<file path="src/inc/ecb_pkg.sv">
// shared constants of the equalizer filter coefficient bank
package ecb_pkg;
    // ****************************************
    // register layout
    // ****************************************
    localparam int unsigned REG_W = 16;          // width of one coefficient register
    localparam int unsigned COEF_W = 12;         // coefficient field width, outer taps
    localparam int unsigned COEF_MSB = 11;       // top bit of the coefficient field
    localparam int unsigned RSVD_LSB = 12;       // reserved field, low bit
    localparam int unsigned RSVD_MSB = 15;       // reserved field, high bit
    localparam int unsigned CENTRE_COEF_W = 18;  // centre tap width, kept outside this bank
    localparam int unsigned TAP_COUNT = 9;       // taps per equalizer_filter
    localparam int unsigned NUM_COEF = 5;        // coefficient registers held here
    localparam logic [15:0] COEF_RST = 16'h0000; // every coefficient resets to zero

    // ****************************************
    // register indices (byte address = index * 4)
    // ****************************************
    localparam int unsigned ADR_W = 13;          // wishbone byte address width
    localparam int unsigned IDX_W = 11;          // register index width
    localparam logic [10:0] IDX_A_TAP6 = 11'h423;
    localparam logic [10:0] IDX_A_TAP7 = 11'h425;
    localparam logic [10:0] IDX_A_TAP8 = 11'h427;
    localparam logic [10:0] IDX_A_TAP9 = 11'h429;
    localparam logic [10:0] IDX_B_TAP1 = 11'h448;
    localparam logic [10:0] IDX_CTRL = 11'h460;  // mode control and status

    // ****************************************
    // slots of the coefficient array
    // ****************************************
    localparam logic [2:0] SLOT_A_TAP6 = 3'h0;
    localparam logic [2:0] SLOT_A_TAP7 = 3'h1;
    localparam logic [2:0] SLOT_A_TAP8 = 3'h2;
    localparam logic [2:0] SLOT_A_TAP9 = 3'h3;
    localparam logic [2:0] SLOT_B_TAP1 = 3'h4;
    localparam logic [2:0] SLOT_NONE = 3'h7;

    // ****************************************
    // control register fields
    // ****************************************
    localparam int unsigned CTRL_DUAL_BIT = 0;   // 1: dual channel, 0: single channel
    localparam int unsigned CTRL_BACT_BIT = 1;   // read only: channel b taps in use
    localparam logic CTRL_DUAL_RST = 1'b1;
endpackage : ecb_pkg

</file>
<file path="src/logic/ecb_fir_tap_coefficient_bank.sv">
// wishbone register bank for equalizer_filter taps six to nine and channel b tap one
//
// Implementation choice: the Wishbone slave port.
`timescale 1ns/1ps
`default_nettype none
// What this block does
// - low twelve bits hold signed two's complement coefficient
// - bits 15:12 reserved, read/write, reset zero
// - first channel a register drives tap six
// - register 0x425 drives tap seven
// - register 0x427 drives tap eight
// - register 0x429 drives tap nine, the last
// - all coefficient registers reset to zero
// - channel b tap one at 0x448, same layout
// - channel b taps apply only in dual mode
// - nine taps; centre eighteen bits, others twelve
module ecb_fir_tap_coefficient_bank (
    input wire logic clk_i,
    input wire logic rstn_i,
    input wire logic wb_cyc_i,
    input wire logic wb_stb_i,
    input wire logic wb_we_i,
    input wire logic [12:0] wb_adr_i,
    input wire logic [3:0] wb_sel_i,
    input wire logic [31:0] wb_dat_i,
    output logic [31:0] wb_dat_o,
    output logic wb_ack_o,
    output logic signed [11:0] tap6_coef_o,
    output logic signed [11:0] tap7_coef_o,
    output logic signed [11:0] tap8_coef_o,
    output logic signed [11:0] tap9_coef_o,
    output logic signed [11:0] chan_b_tap1_coef_o,
    output logic dual_mode_o
);
    // ****************************************
    // declarations
    // ****************************************
    logic ack_q;                    // single-cycle answer flag
    logic [31:0] rdat_q;            // registered read data
    logic dual_q;                   // dual channel mode
    logic [11:0] b_tap1_q;          // gated channel b coefficient
    logic [10:0] idx;               // word index of the access
    logic [2:0] slot;               // decoded coefficient slot
    logic req;                      // new request, not yet answered
    logic wr_fire;                  // write commits at the answering edge
    logic [15:0] coef_q [ecb_pkg::NUM_COEF]; // coefficient registers
    logic [ecb_pkg::NUM_COEF-1:0] wr_en;     // per-register write strobes

    // ****************************************
    // decode helpers
    // ****************************************
    // index to slot, shared by read mux and write strobes
    function automatic logic [2:0] slot_of(input logic [10:0] i);
        logic [2:0] s;
        s = ecb_pkg::SLOT_NONE;
        case (i)
            ecb_pkg::IDX_A_TAP6: s = ecb_pkg::SLOT_A_TAP6;
            ecb_pkg::IDX_A_TAP7: s = ecb_pkg::SLOT_A_TAP7;
            ecb_pkg::IDX_A_TAP8: s = ecb_pkg::SLOT_A_TAP8;
            ecb_pkg::IDX_A_TAP9: s = ecb_pkg::SLOT_A_TAP9;
            ecb_pkg::IDX_B_TAP1: s = ecb_pkg::SLOT_B_TAP1;
            default: s = ecb_pkg::SLOT_NONE;
        endcase
        return s;
    endfunction : slot_of

    // indices count words, so each one sits at four times its value
    assign idx = wb_adr_i[12:2];
    assign slot = slot_of(idx);
    assign req = wb_cyc_i && wb_stb_i && !ack_q;
    // write lands on the edge where the master sees ack, never earlier
    assign wr_fire = wb_cyc_i && wb_stb_i && wb_we_i && ack_q;

    // ****************************************
    // bus handshake
    // ****************************************
    // answer one cycle after the request, then drop for a cycle
    always_ff @(posedge clk_i) begin
        if (!rstn_i) begin
            ack_q <= 1'b0;
        end else begin
            ack_q <= req;
        end
    end
    assign wb_ack_o = ack_q;

    // read mux, captured at the request edge; unmapped reads give zero
    always_ff @(posedge clk_i) begin
        if (!rstn_i) begin
            rdat_q <= 32'h0000_0000;
        end else if (req && !wb_we_i) begin
            if (slot != ecb_pkg::SLOT_NONE) begin
                rdat_q <= {16'h0000, coef_q[slot]};
            end else if (idx == ecb_pkg::IDX_CTRL) begin
                rdat_q <= {30'h0000_0000, dual_q, dual_q};
            end else begin
                rdat_q <= 32'h0000_0000;
            end
        end
    end
    assign wb_dat_o = rdat_q;

    // ****************************************
    // coefficient storage
    // ****************************************
    // one register per slot; reserved bits stored like the rest
    for (genvar k = 0; k < ecb_pkg::NUM_COEF; k++) begin : g_coef
        assign wr_en[k] = wr_fire && (slot == 3'(k));
        ecb_coef_reg u_reg (
            .clk_i(clk_i),
            .rstn_i(rstn_i),
            .wr_en_i(wr_en[k]),
            .sel_i(wb_sel_i[1:0]),
            .wdat_i(wb_dat_i[15:0]),
            .q_o(coef_q[k])
        );
    end

    // ****************************************
    // mode control
    // ****************************************
    // mode bit written through lane zero of the control word
    always_ff @(posedge clk_i) begin
        if (!rstn_i) begin
            dual_q <= ecb_pkg::CTRL_DUAL_RST;
        end else if (wr_fire && idx == ecb_pkg::IDX_CTRL && wb_sel_i[0]) begin
            dual_q <= wb_dat_i[ecb_pkg::CTRL_DUAL_BIT];
        end
    end
    assign dual_mode_o = dual_q;

    // ****************************************
    // coefficients towards the filter
    // ****************************************
    // shared filter in single mode and channel a in dual mode use the same taps
    // only the 12-bit outer taps live here; the wide centre tap is elsewhere
    assign tap6_coef_o = $signed(coef_q[ecb_pkg::SLOT_A_TAP6][11:0]);
    assign tap7_coef_o = $signed(coef_q[ecb_pkg::SLOT_A_TAP7][11:0]);
    assign tap8_coef_o = $signed(coef_q[ecb_pkg::SLOT_A_TAP8][11:0]);
    assign tap9_coef_o = $signed(coef_q[ecb_pkg::SLOT_A_TAP9][11:0]);

    // channel b filter sees zero in single mode, so it adds nothing
    always_ff @(posedge clk_i) begin
        if (!rstn_i) begin
            b_tap1_q <= 12'h000;
        end else if (dual_q) begin
            b_tap1_q <= coef_q[ecb_pkg::SLOT_B_TAP1][11:0];
        end else begin
            b_tap1_q <= 12'h000;
        end
    end
    assign chan_b_tap1_coef_o = $signed(b_tap1_q);
endmodule : ecb_fir_tap_coefficient_bank
`default_nettype wire

</file>
<file path="src/logic/ecb_coef_reg.sv">
// one 16-bit coefficient register with byte-lane writes
`timescale 1ns/1ps
`default_nettype none
module ecb_coef_reg (
    input wire logic clk_i,
    input wire logic rstn_i,
    input wire logic wr_en_i,
    input wire logic [1:0] sel_i,
    input wire logic [15:0] wdat_i,
    output logic [15:0] q_o
);
    // ****************************************
    // storage
    // ****************************************
    logic [15:0] val_q; // coefficient plus reserved field

    // low lane: bits 7:0 of the coefficient
    always_ff @(posedge clk_i) begin
        if (!rstn_i) begin
            val_q[7:0] <= ecb_pkg::COEF_RST[7:0];
        end else if (wr_en_i && sel_i[0]) begin
            val_q[7:0] <= wdat_i[7:0];
        end
    end

    // high lane: coefficient top nibble and reserved bits, both writable
    always_ff @(posedge clk_i) begin
        if (!rstn_i) begin
            val_q[15:8] <= ecb_pkg::COEF_RST[15:8];
        end else if (wr_en_i && sel_i[1]) begin
            val_q[15:8] <= wdat_i[15:8];
        end
    end

    assign q_o = val_q;
endmodule : ecb_coef_reg
`default_nettype wire

</file>
<file path="config.mk">
export PLATFORM = sky130hd
export DESIGN_NAME = ecb_fir_tap_coefficient_bank
export DESIGN_NICKNAME = d
export VERILOG_FILES = /design/src/inc/ecb_pkg.sv /design/src/logic/ecb_fir_tap_coefficient_bank.sv /design/src/logic/ecb_coef_reg.sv
export SDC_FILE = /design/constraint.sdc
export NUM_CORES = 1
export LEC_CHECK = 0
export BUFFER_PORTS_ARGS = -buffer_cell sky130_fd_sc_hd__buf_2
export CORE_UTILIZATION = 53
export DETAILED_ROUTE_END_ITERATION = 16
export PLACE_DENSITY_LB_ADDON = 0.3
export SLEW_MARGIN = 20
export SYNTH_ARGS = -nofsm -noshare
export SYNTH_HDL_FRONTEND = slang
export SYNTH_SLANG_ARGS = --single-unit
</file>
<file path="constraint.sdc">
create_clock -name clk_i -period 2.2 [get_ports clk_i]
set_clock_uncertainty 0.1 [all_clocks]
set_input_delay 0.11 -clock clk_i [delete_from_list [all_inputs] [get_ports clk_i]]
set_output_delay 0.11 -clock clk_i [all_outputs]
set_load 0.03 [all_outputs]
</file>
Word level (Yosys, flattened, before mapping)
Index checks and enable logic that the tools add are counted.

Bits in registers: 126. Bits of input ports: 54. Output and inout bits: 94.

Order comparisons: 1. Equal/unequal tests: 11. Multiplexer cells: 6. Bitwise gates (word level): 1. Reduce and logical (&&, ||, !) cells: 26.

Operators by type and width (number): $eq 11x11->1 const B (6); $bmux 16 s3 (1); $mux 16 (3); $logic_and 1x1->1 (22); $pmux 3 s5 (1); $eq 3x2->1 const B (2); $ge 4x4->1 const B (1); $not 3->4 (1); $eq 3x1->1 const B (1); $eq 3x3->1 const B (1); $logic_not 3->1 (1); $ne 3x3->1 const B (1); $logic_not 1->1 (2); $mux 2 (1); $reduce_and 2->1 (1).

Logic depth before layout (Yosys ltp)
Depth in word-level cells: 7. Gate-level depth with buffers: 8. Depth with buffers taken out: 5.

By module
A second synthesis with hierarchy kept.

Cells, all modules: 608. Area total of the unflattened synthesis: 5574.1 sq um.

By module, submodules not included: ecb_coef_reg (instances 5, cells each 75, area each 710.7 sq um, seq. area each 320.3 sq um); ecb_fir_tap_coefficient_bank (instances 1, cells each 233, area each 2020.7 sq um, seq. area each 600.6 sq um).

Least setup slack after synthesis
OpenSTA, ideal clock, no wires.

Path kind: reg2reg. Start point: reg ack_q, in the netlist wb_ack_o. End point: reg rdat_q[4], in the netlist wb_dat_o[4]. Arrival: 1896 ps. Path slack: 68 ps. Cell stages (with the launch flop): 6. Path buffers: 2. Cell sequence: dfxtp_1 or3_1 clkbuf_1 o31ai_1 buf_4 a211oi_1.

Word-level cells in the longest chain between the ends: 3.

Ends and longest elaborated chain: start, declared (line ecb_fir_tap_coefficient_bank.sv:38) `logic ack_q;`; start signal, assigned (line ecb_fir_tap_coefficient_bank.sv:82) `ack_q <= req;`; $logic_not 1->1 (line ecb_fir_tap_coefficient_bank.sv:70) `assign req = wb_cyc_i && wb_stb_i && !ack_q;`; $logic_and 1x1->1 (line ecb_fir_tap_coefficient_bank.sv:70); $logic_and 1x1->1 (line ecb_fir_tap_coefficient_bank.sv:91) `end else if (req && !wb_we_i) begin`; end signal, assigned (line ecb_fir_tap_coefficient_bank.sv:93) `rdat_q <= {16'h0000, coef_q[slot]};`; end signal, assigned (line ecb_fir_tap_coefficient_bank.sv:95) `rdat_q <= {30'h0000_0000, dual_q, dual_q};`; end, declared (line ecb_fir_tap_coefficient_bank.sv:39) `logic [31:0] rdat_q;`.

Every way passes these cells. A chain may end at the register's enable or synchronous reset.

Worst setup path in the final report
Start point: reg ack_q, in the netlist wb_ack_o. End point: reg g_coef[3].u_reg.val_q[4].

Word-level cells in the longest chain between the ends: 3.

Ends and longest elaborated chain: $logic_and 1x1->1 (line ecb_fir_tap_coefficient_bank.sv:72) `assign wr_fire = wb_cyc_i && wb_stb_i && wb_we_i && ack_q;`; $logic_and 1x1->1 (line ecb_fir_tap_coefficient_bank.sv:108) `assign wr_en[k] = wr_fire && (slot == 3'(k));`; $logic_and 1x1->1 (line ecb_coef_reg.sv:21) `end else if (wr_en_i && sel_i[0]) begin`; end signal, assigned (line ecb_coef_reg.sv:20) `val_q[7:0] <= ecb_pkg::COEF_RST[7:0];`; end signal, assigned (line ecb_coef_reg.sv:22) `val_q[7:0] <= wdat_i[7:0];`; end, declared (line ecb_coef_reg.sv:15) `logic [15:0] val_q;`.

Every way passes these cells.

==> impl_results.md <==
* Status: completed
* WP data arrival at 2130 ps
* Clock latency on the worst-skew pair at 380 ps
* CTS sink count at 110
* Unrepaired setup endpoints after global routing: no
* Cell area after placement at 6050 µm²
* Worst setup SP type: flip-flop
* Clk pwr share at 33.7%
* Area contributors post-synth: dfxtp_1 (39%), mux2i_1 (12%), buf_4 (9.0%)
* Yosys warnings at 0
* Pre-CTS setup slack at 15.4 ps
* Fin area at 6430 µm²
* Met1 Use GR at 35.6%
* Row cnt at 37
* Most frequent cell after synthesis: dfxtp_1
* Root buffer cell: clkbuf_8
* Fin worst setup slack at 236 ps
* Sequential area share after synthesis at 39.5%
* Number of global-route vias before repair at 4212
* Total CTS buffers at 9
* Placed cell count at 778
* HP Class: in -> reg
* Worst-path clk slew at 110 ps
* Area growth syn-to-layout at 15.2%
* WP data required at 2370 ps
* Largest net degree at the start of global routing at 36
* Ports at 148
* Top cells by count, synth: dfxtp_1 (110), buf_4 (67), mux2i_1 (66)
* # DRC at 0
* Largest area contributor in the netlist: dfxtp_1
* Post-synthesis sequential element count at 110
* Max Freq at 509 MHz
* Total die area at 10900 µm²
* Die X-Extent at 105 µm
* IO Port Bufs at 111
* Core area at 10300 µm²
* Die Ht at 105 µm
* Static Leak at 2.67 nW
* CP max FO at 6
* CTS tree: built
* Gp weighted congestion at 0.852
* DR vias at 4494
* Global-route wire length before repair at 22000 µm
* Gr busiest metal: met2
* Antenna diode count at 0
* Power per standard cell area at 551 nW/µm²
* Final Core Density at 62.6%
* Initial Util at 54.3%
* Max-cap viol count at 0
* Synth Flop Type: dfxtp_1
* Detail Route Antenna Nets at 0
* Post-Route WL at 13800 µm
* CTS resizes at 0
* Layout Cells excl Fill at 812
* Maximum vdd ir drop at 0.380 mV
* Max Buffers Root-to-Sink at 2
* Worst slew pin tran at 528 ps
* Crit path kind: reg -> reg
* Int Power at 2.61 mW
* Grt met3 use at 4.80%
* Initial antenna violation count at 0
* Comb power frac at 9.5%
* Layout cells sized above 1 at 30.2%
* Avg Cell Area, Syn at 9.60 µm²
* H-Tree Depth at 3
* GRT Total Usage at 25.4%
* Final hold viol count at 0
* DR pass1 iterations at 5
* NetSw at 0.935 mW
* Netlist area before placement at 5580 µm²
* Routed vias/inst at 5.53
* Nets@finish at 725
* Asr flop ratio synth at 0%
* Sw Ratio at 26.4%
* Post-synth EDFFs at 0
* Seq pwr share at 56.8%
* Slew HR at 64.6%
* Top-area cell type share of the netlist area at 39.5%
* CP Capture Type: flip-flop
* WL per Instance at 17.0 µm
* Final setup vio count at 0
* Setup TNS at 0 ps
* Met2 usage at 39.9%
* Final cycle utilization of the critical path at 89.3%
* Gr ovfl total at 0
* Cells after Synth at 581
* Post-DP HPWL at 10000 µm
* Fin. max-slew vios at 0
* Initial DRC count at 214
* # Post-CTS Setup Buffers at 0
* Post-layout min period at 1960 ps
* Synth cell types at 54
power groups by stage:
stage / sequential, mW / combinational [mW] / clock (mW)
after floorplan: 2.08 / 0.195 / 0
after global placement: 2.06 / 0.302 / 0
after detailed placement: 2.06 / 0.308 / 0
after CTS: 2.01 / 0.334 / 1.21
after global routing: 2.01 / 0.358 / 1.30
final: 2.01 / 0.338 / 1.19
kinds of logic (layout without fill, tap and decap cells):
| family | Yosys count | after routing | share of synthesized area (%) |
|---|---|---|---|
| AO/OA/AOI/OAI | 120 | 120 | 16.5 |
| XOR/XNOR | 1 | 1 | 0.157 |
| buffers and inverters | 104 | 184 | 11.9 |
| flip-flops | 110 | 110 | 39.5 |
| multiplexers | 66 | 66 | 11.8 |
| other | 1 | 16 | 0.0672 |
| AND/OR/NAND/NOR | 179 | 179 | 20.1 |
routing by layer:
metal | wire (µm) | vias to the layer above | part of all wire [%]
li1 | - | 2165 | -
met1 | 6530 | 2138 | 47
met2 | 6280 | 166 | 45
met3 | 754 | 25 | 5.5
met4 | 263 | 0 | 1.9
met5 | 0 | - | 0
worst max-delay path, cell delays in order, from the launching register on:
cell	delay [ps]
dfxtp_1	410
and4_1	340
nand2_1	270
nor3_4	290
buf_4	190
mux2i_1	190
nor2b_1	60
timing repair:
item,4_1_cts,5_1_grt
hold buffers,18,0
endpoints found under the setup margin,0,0
hold endpoints to repair,43,0
registers in the layout (all words and copies together), names as in the netlist:
name	count
dual_mode_o	1
g_coef.u_reg.q_o	80
wb_dat_o	16
chan_b_tap1_coef_o	12
wb_ack_o	1
per-stage QoR:
| stage | hold WS [ps] | power [mW] |
|---|---|---|
| 5_1_grt | 134 | 3.67 |
| 3_5_place_dp | 324 | 2.36 |
| 2_1_floorplan | 135 | 2.27 |
| 3_3_place_gp | 314 | 2.36 |
| 4_1_cts | 115 | 3.55 |
| 6_report | 124 | 3.54 |
final timing paths:
path	slack (ps)	end	cells after the start	startpoint
worst min register to register	390	g_coef[1].u_reg.q_o[13]	2	g_coef[1].u_reg.q_o[13]
worst max register to register	240	g_coef[3].u_reg.q_o[4]	6	wb_ack_o
worst min-delay path	120	g_coef[1].u_reg.q_o[2]	2	rstn_i
worst max-delay path	240	g_coef[3].u_reg.q_o[4]	6	wb_ack_o
cells in the final DEF (no fill, tap or decap), drive strengths merged, types with 6 or more instances in the layout:
master,Yosys,final
a21oi,33,33
and3,13,13
dlygate4sd3,0,18
or4,13,13
nor3,6,6
buf,78,148
o221a,13,13
dfxtp,110,110
clkbuf,24,11
mux2i,66,66
o21ai,18,18
conb,1,16
nor2b,65,65
nor2,33,33
nand2,25,25
a211oi,13,13
o311ai,13,13
a21boi,18,18
cell type report:
cell class                      count  area (µm²)
Inverter                            2        7.51
Clock buffer                       11         151
Tap cell                          136         170
Clock inverter                      5        42.5
Sequential cell                   110        2200
Fill cell                         871        3850
Multi-Input combinational cell    382        2780
Timing Repair Buffer              166        1080
No activity file was read; power rests on OpenSTA's default activity.
